`config.mk`:
```
export PLATFORM = sky130hd
export DESIGN_NAME = alu_status
export DESIGN_NICKNAME = d
export VERILOG_FILES = /design/src/status_pkg.sv /design/src/alu_status.sv /design/src/flag_calc.sv
export SDC_FILE = /design/constraint.sdc
export NUM_CORES = 1
export LEC_CHECK = 0
export ABC_AREA = 1
export BUFFER_PORTS_ARGS = -buffer_cell sky130_fd_sc_hd__buf_2
export CORE_MARGIN = 3
export CORE_UTILIZATION = 55
export CTS_BUF_LIST = sky130_fd_sc_hd__clkbuf_4 sky130_fd_sc_hd__clkbuf_8
export CTS_CLUSTER_DIAMETER = 50
export DETAILED_ROUTE_END_ITERATION = 8
export PLACE_DENSITY = 0.89
export SLEW_MARGIN = 20
export SYNTH_ARGS = -nofsm -noshare
export SYNTH_HDL_FRONTEND = slang
export SYNTH_SLANG_ARGS = --single-unit
```
`constraint.sdc`:
```
create_clock -name clk_i -period 2.2 [get_ports clk_i]
set_input_delay 0.11 -clock clk_i [delete_from_list [all_inputs] [get_ports clk_i]]
set_output_delay 0.11 -clock clk_i [all_outputs]
set_load 0.01 [all_outputs]
```
`src/status_pkg.sv`:
```
// constants and types shared by the status register block
`default_nettype none
package status_pkg;
   // register indices as printed; bus byte address is four times the index
   localparam logic [7:0] STATUS_INDEX = 8'h03;
   localparam logic [7:0] STATUS_ALT_INDEX = 8'h83;
   localparam int AXI_ADDR_W = 12;
   localparam logic [AXI_ADDR_W-1:0] STATUS_ADDR = {2'h0, STATUS_INDEX, 2'h0};
   localparam logic [AXI_ADDR_W-1:0] STATUS_ALT_ADDR = {2'h0, STATUS_ALT_INDEX, 2'h0};
   // file address of the register inside either bank
   localparam logic [6:0] FILE_STATUS = 7'h03;
   // field positions
   localparam int BIT_C = 0;
   localparam int BIT_DC = 1;
   localparam int BIT_Z = 2;
   localparam int BIT_PD = 3;
   localparam int BIT_TO = 4;
   localparam int BIT_RP0 = 5;
   localparam int BIT_RP1 = 6;
   localparam int BIT_IRP = 7;
   // power-up value: expiry and power-down flags set, all else clear
   localparam logic [7:0] STATUS_RESET = 8'h18;
   localparam logic [1:0] RESP_OKAY = 2'h0;
   localparam logic [1:0] RESP_SLVERR = 2'h2;

   typedef enum logic [3:0] {
      OP_MOVE = 4'h0,
      OP_ADD = 4'h1,
      OP_SUB = 4'h2,
      OP_AND = 4'h3,
      OP_IOR = 4'h4,
      OP_XOR = 4'h5,
      OP_CLEAR = 4'h6,
      OP_SWAP = 4'h7,
      OP_INC = 4'h8,
      OP_BITCLR = 4'h9,
      OP_BITSET = 4'hA
   } alu_op_t;

   // one executed instruction from the core
   typedef struct packed {
      logic valid;
      alu_op_t op;
      logic to_file;
      logic [6:0] file;
      logic [7:0] fval;
      logic [7:0] wval;
      logic [2:0] bitsel;
   } instr_t;

   // flag values {z, dc, c} and which of them the instruction affects
   typedef struct packed {
      logic [2:0] val;
      logic [2:0] en;
   } flags_t;
endpackage : status_pkg
`default_nettype wire

```
`src/alu_status.sv`:
```
// processor status register: ALU flags, reset status and bank select
// Functional notes
// RQ1 - the status register can be the destination of any instruction like an ordinary file register.
// RQ2 - an instruction that itself affects zero, nibble carry or carry discards its written value for those bits.
// RQ3 - the expiry and power-down flags never change through an instruction write, only through hardware events.
// RQ4 - a clear-file of the status register zeros the top three bits, keeps the rest and sets the zero flag.
// RQ5 - software should alter the register only with bit clear, bit set, nibble swap and move-from-W.
// RQ6 - software should keep the indirect bank bit and the upper bank bit at zero.
// RQ7 - in subtraction carry and nibble carry are set when no borrow occurs.
// RQ8 - the register decodes at 03h and 83h, both reaching the same flops whatever bank is selected.
// RQ9 - bank select low picks bank 0 (00h-7Fh) or bank 1 (80h-FFh) for direct addressing.
// RQ10 - power-up, watchdog clear set both reset flags; sleep sets expiry, clears power-down; timeout clears expiry.
//
// Design decision made here: the AXI4-Lite slave port.
`timescale 1ns/1ns
`default_nettype none
module alu_status (
   input wire logic clk_i,                         // 50 MHz core clock
   input wire logic rst_n_i,                       // power-up reset, async, active low
   input wire status_pkg::instr_t instr_i,         // executed instruction
   input wire logic wdt_clear_i,                   // watchdog clear instruction pulse
   input wire logic sleep_i,                       // sleep instruction pulse
   input wire logic wdt_timeout_i,                 // watchdog time-out pulse
   output logic [7:0] status_o,                    // register contents
   output logic [7:0] result_o,                    // ALU result of instr_i
   output logic [7:0] data_addr_o,                 // banked direct data address
   output logic status_hit_o,                      // instr_i targets this register
   input wire logic [status_pkg::AXI_ADDR_W-1:0] s_axi_awaddr, // write address
   input wire logic s_axi_awvalid,                 // write address valid
   output logic s_axi_awready,                     // write address ready
   input wire logic [31:0] s_axi_wdata,            // write data
   input wire logic [3:0] s_axi_wstrb,             // write strobes
   input wire logic s_axi_wvalid,                  // write data valid
   output logic s_axi_wready,                      // write data ready
   output logic [1:0] s_axi_bresp,                 // write response
   output logic s_axi_bvalid,                      // write response valid
   input wire logic s_axi_bready,                  // write response ready
   input wire logic [status_pkg::AXI_ADDR_W-1:0] s_axi_araddr, // read address
   input wire logic s_axi_arvalid,                 // read address valid
   output logic s_axi_arready,                     // read address ready
   output logic [31:0] s_axi_rdata,                // read data
   output logic [1:0] s_axi_rresp,                 // read response
   output logic s_axi_rvalid,                      // read data valid
   input wire logic s_axi_rready                   // read data ready
);
   import status_pkg::*;

   function automatic logic addr_hit(input logic [AXI_ADDR_W-1:0] a);
      addr_hit = (a == STATUS_ADDR) || (a == STATUS_ALT_ADDR);
   endfunction : addr_hit

   logic [7:0] status, next_status;
   flags_t alu_flags;
   logic [7:0] alu_result;
   logic core_wr;

   flag_calc u_calc (
      .instr_i(instr_i),
      .result_o(alu_result),
      .flags_o(alu_flags)
   );

   // RQ8 bank ignored in decode
   assign status_hit_o = instr_i.valid && instr_i.to_file && (instr_i.file == FILE_STATUS);
   assign core_wr = status_hit_o;
   // RQ9 direct bank select
   assign data_addr_o = {status[BIT_RP0], instr_i.file};
   assign result_o = alu_result;
   assign status_o = status;

   // bus write channel state
   logic aw_got, next_aw_got, w_got, next_w_got, bvalid, next_bvalid;
   logic [AXI_ADDR_W-1:0] aw_addr, next_aw_addr;
   logic [7:0] w_byte, next_w_byte;
   logic w_en, next_w_en;
   logic [1:0] bresp, next_bresp;
   logic bus_commit;

   assign s_axi_awready = !aw_got && !bvalid;
   assign s_axi_wready = !w_got && !bvalid;
   assign s_axi_bvalid = bvalid;
   assign s_axi_bresp = bresp;
   // bus write waits while the core writes the register, so no instruction update is lost
   assign bus_commit = aw_got && w_got && !bvalid && !core_wr;

   always_comb begin
      next_aw_got = aw_got;
      next_w_got = w_got;
      next_aw_addr = aw_addr;
      next_w_byte = w_byte;
      next_w_en = w_en;
      next_bvalid = bvalid;
      next_bresp = bresp;
      if (s_axi_awvalid && s_axi_awready) begin
         next_aw_got = 1'b1;
         next_aw_addr = s_axi_awaddr;
      end
      if (s_axi_wvalid && s_axi_wready) begin
         next_w_got = 1'b1;
         next_w_byte = s_axi_wdata[7:0];
         next_w_en = s_axi_wstrb[0];
      end
      if (bus_commit) begin
         next_aw_got = 1'b0;
         next_w_got = 1'b0;
         next_bvalid = 1'b1;
         next_bresp = addr_hit(aw_addr) ? RESP_OKAY : RESP_SLVERR;
      end else if (bvalid && s_axi_bready) begin
         next_bvalid = 1'b0;
      end
   end

   // register update
   always_comb begin
      next_status = status;
      if (core_wr) begin
         // RQ1 ordinary destination write
         next_status[BIT_IRP:BIT_RP0] = alu_result[BIT_IRP:BIT_RP0];
         // RQ2 affected flags not written
         if (alu_flags.en == 3'h0) begin
            next_status[BIT_Z:BIT_C] = alu_result[BIT_Z:BIT_C];
         end
      end else if (bus_commit && addr_hit(aw_addr) && w_en) begin
         next_status[BIT_IRP:BIT_RP0] = w_byte[BIT_IRP:BIT_RP0];
         next_status[BIT_Z:BIT_C] = w_byte[BIT_Z:BIT_C];
      end
      // RQ4 clear lands as flags from the ALU
      if (instr_i.valid) begin
         for (int i = 0; i < 3; i++) begin
            if (alu_flags.en[i]) begin
               next_status[i] = alu_flags.val[i];
            end
         end
      end
      // RQ3 reset flags from events only
      // RQ10 watchdog clear, sleep and time-out
      if (wdt_clear_i) begin
         next_status[BIT_TO] = 1'b1;
         next_status[BIT_PD] = 1'b1;
      end else if (sleep_i) begin
         next_status[BIT_TO] = 1'b1;
         next_status[BIT_PD] = 1'b0;
      end
      // time-out wins over a simultaneous clear or sleep
      if (wdt_timeout_i) begin
         next_status[BIT_TO] = 1'b0;
      end
   end

   // read channel
   logic rvalid, next_rvalid;
   logic [31:0] rdata, next_rdata;
   logic [1:0] rresp, next_rresp;

   assign s_axi_arready = !rvalid;
   assign s_axi_rvalid = rvalid;
   assign s_axi_rdata = rdata;
   assign s_axi_rresp = rresp;

   always_comb begin
      next_rvalid = rvalid;
      next_rdata = rdata;
      next_rresp = rresp;
      if (s_axi_arvalid && s_axi_arready) begin
         next_rvalid = 1'b1;
         next_rdata = addr_hit(s_axi_araddr) ? {24'h000000, status} : 32'h00000000;
         next_rresp = addr_hit(s_axi_araddr) ? RESP_OKAY : RESP_SLVERR;
      end else if (rvalid && s_axi_rready) begin
         next_rvalid = 1'b0;
      end
   end

   always_ff @(posedge clk_i or negedge rst_n_i) begin
      if (!rst_n_i) begin
         // RQ10 power-up value
         status <= STATUS_RESET;
         aw_got <= 1'b0;
         w_got <= 1'b0;
         aw_addr <= '0;
         w_byte <= 8'h00;
         w_en <= 1'b0;
         bvalid <= 1'b0;
         bresp <= RESP_OKAY;
         rvalid <= 1'b0;
         rdata <= 32'h00000000;
         rresp <= RESP_OKAY;
      end else begin
         status <= next_status;
         aw_got <= next_aw_got;
         w_got <= next_w_got;
         aw_addr <= next_aw_addr;
         w_byte <= next_w_byte;
         w_en <= next_w_en;
         bvalid <= next_bvalid;
         bresp <= next_bresp;
         rvalid <= next_rvalid;
         rdata <= next_rdata;
         rresp <= next_rresp;
      end
   end
endmodule : alu_status
`default_nettype wire

```
`src/flag_calc.sv`:
```
// ALU result and zero / nibble-carry / carry flag generation
`timescale 1ns/1ns
`default_nettype none
module flag_calc (
   input wire status_pkg::instr_t instr_i, // instruction being executed
   output logic [7:0] result_o,            // ALU result
   output status_pkg::flags_t flags_o      // flag values and enables
);
   import status_pkg::*;

   logic [8:0] sum;
   logic [4:0] nib;

   always_comb begin
      sum = 9'h000;
      nib = 5'h00;
      result_o = instr_i.fval;
      flags_o.val = 3'h0;
      flags_o.en = 3'h0;
      case (instr_i.op)
         OP_ADD: begin
            sum = {1'b0, instr_i.fval} + {1'b0, instr_i.wval};
            nib = {1'b0, instr_i.fval[3:0]} + {1'b0, instr_i.wval[3:0]};
            result_o = sum[7:0];
            flags_o.val = {sum[7:0] == 8'h00, nib[4], sum[8]};
            flags_o.en = 3'h7;
         end
         // RQ7 borrow flags active low
         OP_SUB: begin
            result_o = instr_i.fval - instr_i.wval;
            flags_o.val = {instr_i.fval == instr_i.wval, instr_i.fval[3:0] >= instr_i.wval[3:0],
                           instr_i.fval >= instr_i.wval};
            flags_o.en = 3'h7;
         end
         OP_AND, OP_IOR, OP_XOR, OP_INC: begin
            case (instr_i.op)
               OP_AND: result_o = instr_i.fval & instr_i.wval;
               OP_IOR: result_o = instr_i.fval | instr_i.wval;
               OP_XOR: result_o = instr_i.fval ^ instr_i.wval;
               default: result_o = instr_i.fval + 8'h01;
            endcase
            flags_o.val = {result_o == 8'h00, 2'h0};
            flags_o.en = 3'h4;
         end
         // RQ4 clear yields zero result
         OP_CLEAR: begin
            result_o = 8'h00;
            flags_o.val = 3'h4;
            flags_o.en = 3'h4;
         end
         OP_MOVE: result_o = instr_i.wval;
         OP_SWAP: result_o = {instr_i.fval[3:0], instr_i.fval[7:4]};
         OP_BITCLR: result_o = instr_i.fval & ~(8'h01 << instr_i.bitsel);
         OP_BITSET: result_o = instr_i.fval | (8'h01 << instr_i.bitsel);
         default: result_o = instr_i.fval;
      endcase
   end
endmodule : flag_calc
`default_nettype wire

```
==> metrics.csv, run 1 <==
metric,value,unit
worstHoldPathType,in -> reg,
vdd_drop_max,367,uV
drt.antenna.violating_nets,0,
fin_crit_sh,0.954,
slew_violations,0,
p_per_area,589,mW/mm^2
fin_nets,912,
cts_sinks,40,
setup_viol,0,
postCtsSetupBuffers,0,
wl,13500,microns
finalCriticalPeriod,2.10,ns
final_cell_mix,"nand2_1 (171), buf_2 (109), inv_1 (92), nor2_1 (76), nand3_1 (68)",
crit_path_max_incr_delay,0.43,ns
ys_ff_latch,40,
grt_max_degree,41,
clk_latency,0.29,ns
dieArea,0.00877,sq mm
tritoncts,done,
drtPass1Iterations,5,
slew_headroom,0.435,
chipWidth,93.6,microns
path_common_cell,nand3_1,
via_count,4869,
drive_gt1_frac,0.209,
grtUsageMet3,0.0394,
start_util,0.573,
htreeDepth,2,
layout_setup_ws,0.101,ns
grt_pass1_vias,4336,
crit_path_end_kind,output port,
viasPerCell,5.54,
antenna_found_initial,0,
wl_per_cell,15.3,microns
dp_slack,0.208,ns
drv_cap,0,
yosys_warnings,0,
path_cells,buf_2 -> inv_1 -> ha_1 -> nor2_1 -> nand3_1 -> nand3_1 -> nand2_1 -> nand3_1 -> nand2_1 -> nor2_1 -> nand3_1 -> buf_2,
leakagePower,2.91,nW
cp_max_fo,8,
portBuffers,110,
place.gp.congestion,0.981,
cts_root_buf,clkbuf_8,
worst_pin_slew,0.848,ns
cts_buffers,5,
top_usage_layer,met2,
gr-usage-met2,0.513,
grt_first_pass_wirelength,20900,microns
cp.required,2.09,ns
overflow,0,
outcome,completed,
slowest_stage,ha_1,
die_y,93.6,microns
clkSlewWorstSetupHoldPaths,0.08,ns
yosysSeqAreaShare,0.238,
drt-initial-drc-count,422,
grt_util_all_layers,0.303,
cts_buffer_depth,2,
rsz0062_at_grt,no,
crit_type,in -> out,
mostFrequentLayoutCell,nand2_1,
antenna_cells,0,
ys.flop_type,dfrtp_1,
cp-start-kind,input port,
fmaxAchievable,476,MHz
worstPathArrival,1.99,ns
syn_area,0.00422,sq mm
finalClockSkew,0.00163,ns
drcViolationCount,0,
coreArea,0.00737,sq mm
syn_avg_cell_area,6.39,sq um
async_flop_share,1.00,
fp-row-count,31,
synth.distinct_cells,42,
pin_count,168,
dpl.hpwl,11000,microns
syn_to_final_growth,17.4,%
met1_usage,0.394,
timing_hold_violations_final,0,
tns,0,ns
syn_inst,661,
synth_edf_count,0,
synth_stat cells (2+ instances only):
| cell type | number | area, sq um |
|---|---|---|
| nand2_1 | 171 | 642 |
| inv_1 | 92 | 345 |
| nor2_1 | 76 | 285 |
| nand3_1 | 68 | 340 |
| a21oi_1 | 42 | 210 |
| dfrtp_1 | 38 | 951 |
| buf_4 | 35 | 263 |
| ha_1 | 29 | 363 |
| nand4_1 | 19 | 119 |
| o21ai_0 | 18 | 90.1 |
| o22ai_1 | 7 | 43.8 |
| nor2_2 | 5 | 31.3 |
| buf_2 | 4 | 20.0 |
| inv_2 | 4 | 15.0 |
| nand3b_1 | 4 | 30.0 |
| nor3_1 | 4 | 20.0 |
| a22o_1 | 3 | 26.3 |
| clkbuf_1 | 3 | 11.3 |
| mux2_2 | 3 | 33.8 |
| nand2_2 | 3 | 18.8 |
| nand3_2 | 3 | 30.0 |
| and2_1 | 2 | 12.5 |
| dfstp_2 | 2 | 52.6 |
| fa_1 | 2 | 40.0 |
| nand2_4 | 2 | 22.5 |
| nand3_4 | 2 | 35.0 |
| nor2_4 | 2 | 22.5 |
| o211a_1 | 2 | 20.0 |
| o211ai_1 | 2 | 15.0 |
| o31ai_1 | 2 | 15.0 |
where the power goes:
group / internal, W / total, W / switching (W)
Sequential: 0.000943 / 0.00105 / 0.000103
Clock: 0.000371 / 0.000634 / 0.000264
Combinational: 0.000430 / 0.00124 / 0.000811
worst max-delay path, delay by kind of cell:
family                     cells  cell delay, ns
and+or+nand+nor                8            1.12
buffers and inverters          3            0.31
adders and majority gates      1            0.43
worst paths after layout:
check / slack [ns] / to / start / cells after the start
min reg2reg: 0.49 / s_axi_rdata[3] / s_axi_rdata[3] / 2
max: 0.10 / result_o[5] / instr_i[6] / 12
min in group asynchronous: 0.46 / aw_addr[5] / rst_n_i / 2
max in group asynchronous: 1.21 / status_o[1] / rst_n_i / 2
min: 0.02 / s_axi_rvalid / s_axi_rready / 2
max reg2reg: 0.50 / status_o[2] / s_axi_bvalid / 11
per-layer routing:
metal,part of all wire,up-vias
li1,-,2305
met1,0.40,2208
met2,0.47,311
met3,0.096,45
met4,0.032,0
met5,0,-
logic make-up (layout without fill, tap and decap cells):
family / count (synthesis) / count (layout) / share of synthesized area
buffers and inverters: 139 / 233 / 0.158
flip-flops: 40 / 40 / 0.238
AND/OR/NAND/NOR: 364 / 364 / 0.389
XOR/XNOR: 2 / 2 / 0.00415
multiplexers: 3 / 3 / 0.00800
AO/OA/AOI/OAI: 81 / 81 / 0.108
adder cells (fa/ha/maj): 31 / 31 / 0.0954
other: 1 / 26 / 0.000888
flip-flops by register name (all words and copies together) (netlist names):
signal,cells
s_axi_bvalid,1
s_axi_rresp,1
status_o,8
w_byte,6
s_axi_rvalid,1
s_axi_bresp,1
s_axi_rdata,8
aw_got,1
aw_addr,11
w_got,1
w_en,1
cell type report:
type,count,area (sq um)
multi-input cells,507,2650
fillers,646,2410
flip-flops and latches,40,1000
repair buffers,129,703
inverters,96,360
well taps,99,124
clock buffers,6,82.6
clock inverters,2,38.8
stage by stage:
step | hold slack [ns] | instances | power, W | cell area [sq um] | util
finish | 0.0185 | 879 | 0.00292 | 4960 | 0.673
detailed placement | 0.249 | 868 | 0.00225 | 4810 | 0.652
global route | 0.0274 | 879 | 0.00311 | 4960 | 0.673
floorplan | -0.186 | 686 | 0.00186 | 4320 | -
global placement | 0.243 | 868 | 0.00219 | 4810 | 0.652
CTS | 0.0214 | 879 | 0.00290 | 4960 | 0.673
timing repair:
action / 4_1_cts / 5_1_grt
resized for setup: 0 / 1
hold endpoints to repair: 40 / 0
hold buffers: 3 / 0
setup endpoints to repair: 0 / 1
(Power assumes the default switching activity.)
==> run 2: changes to the inputs <==
Settings changed: ABC_AREA 1 to default, CORE_UTILIZATION 55 to 54, HOLD_SLACK_MARGIN from default to 0.02, PLACE_DENSITY 0.89 to 0.88.
==> metrics.csv, run 2 <==
metric,value,unit
grt_util_all_layers,0.354,
crit_path_max_incr_delay,0.40,ns
syn_area,0.00406,sq mm
wl,15700,microns
yosysTopAreaCell,dfrtp_1,
top_usage_layer,met2,
fp-row-count,30,
cts_sinks,40,
fmaxAchievable,434,MHz
finalClockSkew,0.0160,ns
cpLargestDelayFamily,simple AND/OR/NAND/NOR gates,
finalCriticalPeriod,2.30,ns
fillerInstances,478,
coreArea,0.00702,sq mm
ys.flop_type,dfrtp_1,
place.gp.congestion,1.02,
grtUsageMet3,0.0674,
portBuffers,110,
ys_top_cells_by_area,"dfrtp_1 (23%), ha_1 (8.9%), buf_4 (6.7%)",
die_y,92.7,microns
cts_buffers,5,
tns,-0.122,ns
slew_headroom,0.429,
cts_root_buf,clkbuf_8,
timing_hold_violations_final,0,
setup_viol,2,
grt_max_degree,41,
outcome,"finished, violations left",
mostFrequentLayoutCell,buf_2,
grt_pass1_vias,4493,
final_cell_mix,"buf_2 (105), buf_4 (87), nor2_1 (40), dfrtp_1 (38), nand2_1 (29)",
cp-start-kind,register,
ys_ff_latch,40,
dieArea,0.00859,sq mm
drt.antenna.violating_nets,0,
slew_violations,0,
worstHoldPathType,in -> reg,
crit_type,reg -> reg,
clk_latency,0.31,ns
cp_num_buf_inv,0,
drtPass1Iterations,5,
syn_to_final_growth,36.1,%
slowest_stage,dfrtp_1,
synth.distinct_cells,73,
syn_avg_cell_area,8.30,sq um
via_count,4680,
htreeDepth,2,
drive_gt1_frac,0.417,
async_flop_share,1.00,
netlist.area_leader.share,0.234,
antenna_cells,0,
layout_setup_ws,-0.104,ns
path_cells,nor4b_1 -> nand2_1 -> nor4_4 -> and3_4 -> nor2_1 -> and2_1 -> a221o_1,
yosys.cell_count.top_type,nor2_1,
worstPathArrival,2.50,ns
pin_count,168,
syn_inst,489,
whs,0.0290,ns
worst_pin_slew,0.857,ns
chipWidth,92.7,microns
yosys-top-cells-count,"nor2_1 (41), dfrtp_1 (38), buf_4 (36)",
drt-initial-drc-count,529,
drcViolationCount,0,
start_util,0.578,
largest_reg_flops,11,
grt_first_pass_wirelength,23600,microns
cp.required,2.39,ns
met1_usage,0.405,
cts_buffer_depth,2,
fin_nets,791,
top_register,aw_addr,
yosys_warnings,0,
wl_per_cell,20.8,microns
fin_crit_sh,1.05,
antenna_found_initial,0,
vdd_drop_max,369,uV
dpl.hpwl,11700,microns
crit_path_end_kind,register,
overflow,0,
failed_checks,negative setup slack,
tritoncts,done,
viasPerCell,6.20,
drv_cap,0,
yosysSeqAreaShare,0.247,
cp_max_fo,7,
leakagePower,2.67,nW
rsz0062_at_grt,yes,
synth_edf_count,0,
gr-usage-met2,0.630,
p_per_area,590,mW/mm^2
clkSlewWorstSetupHoldPaths,0.09,ns
==> run 2: logic make-up (layout without fill, tap and decap cells) <==
| kind of cell | count (synthesis) | count (layout) | synth area share |
|---|---|---|---|
| muxes | 20 | 20 | 0.0549 |
| xor gates and xnor gates | 14 | 14 | 0.0302 |
| DFF | 40 | 40 | 0.247 |
| buffers and inverters | 97 | 242 | 0.128 |
| other | 1 | 26 | 0.000924 |
| AOI/OAI and AO/OA | 130 | 130 | 0.226 |
| and+or+nand+nor | 156 | 156 | 0.214 |
| adders and majority gates | 31 | 31 | 0.0993 |
==> run 2: path summary, 6_finish.rpt <==
path | start | to | slack [ns] | cells after the start
max in group asynchronous | rst_n_i | status_o[0] | 1.21 | 2
min in group asynchronous | rst_n_i | aw_addr[0] | 0.44 | 2
worst max-delay path | aw_addr[1] | status_o[5] | -0.10 | 7
worst min-delay path | s_axi_awaddr[3] | aw_addr[3] | 0.03 | 2
worst min register to register | s_axi_rdata[2] | s_axi_rdata[2] | 0.51 | 1
worst max register to register | aw_addr[1] | status_o[5] | -0.10 | 7
==> run 2: timing repair <==
action,in CTS,in global routing
hold buffers,2,0
setup buffers,3,3
hold endpoints to repair,39,0
pin swaps,9,12
resized for setup,18,39
setup endpoints to repair,9,13
==> run 2: area by class of cell <==
class                      count  area (sq um)  area share
timing repair buffer         203          1330       0.241
tap                           96           120      0.0217
clock inverter                 3          46.3     0.00838
clock buffer                   5          68.8      0.0125
sequential                    40          1000       0.182
multi-input combinational    377          2840       0.513
inverter                      31           119      0.0215
==> run 2: stage by stage <==
step                      total power [W]  utilization  area [sq um]  cells  worst slack [ns]
after floorplan                   0.00189            -          4170    514           -0.0282
after global placement            0.00234        0.728          5110    739            -0.194
after detailed placement          0.00243        0.728          5110    739            -0.241
after CTS                         0.00309        0.760          5330    752           0.00123
after global routing              0.00338        0.787          5520    755            -0.233
final                             0.00326        0.787          5520    755            -0.104
==> run 2: worst reg2reg max path: stages, from the launching register on <==
cell and delay, ns:
dfrtp_1 0.40, nor4b_1 0.36, nand2_1 0.19, nor4_4 0.34, and3_4 0.32, nor2_1 0.10, and2_1 0.18, a221o_1 0.30
==> run 2: per-layer routing <==
metal,vias up,part of all wire
li1,2057,-
met1,2180,0.35
met2,370,0.49
met3,73,0.10
met4,0,0.054
met5,-,0
==> run 2: report_power, final <==
group	switching (W)	internal [W]	leakage (nW)	total [W]
logic	0.000740	0.000704	2.13	0.00144
clock network	0.000295	0.000342	0.0548	0.000637
registers	0.000219	0.000958	0.487	0.00118
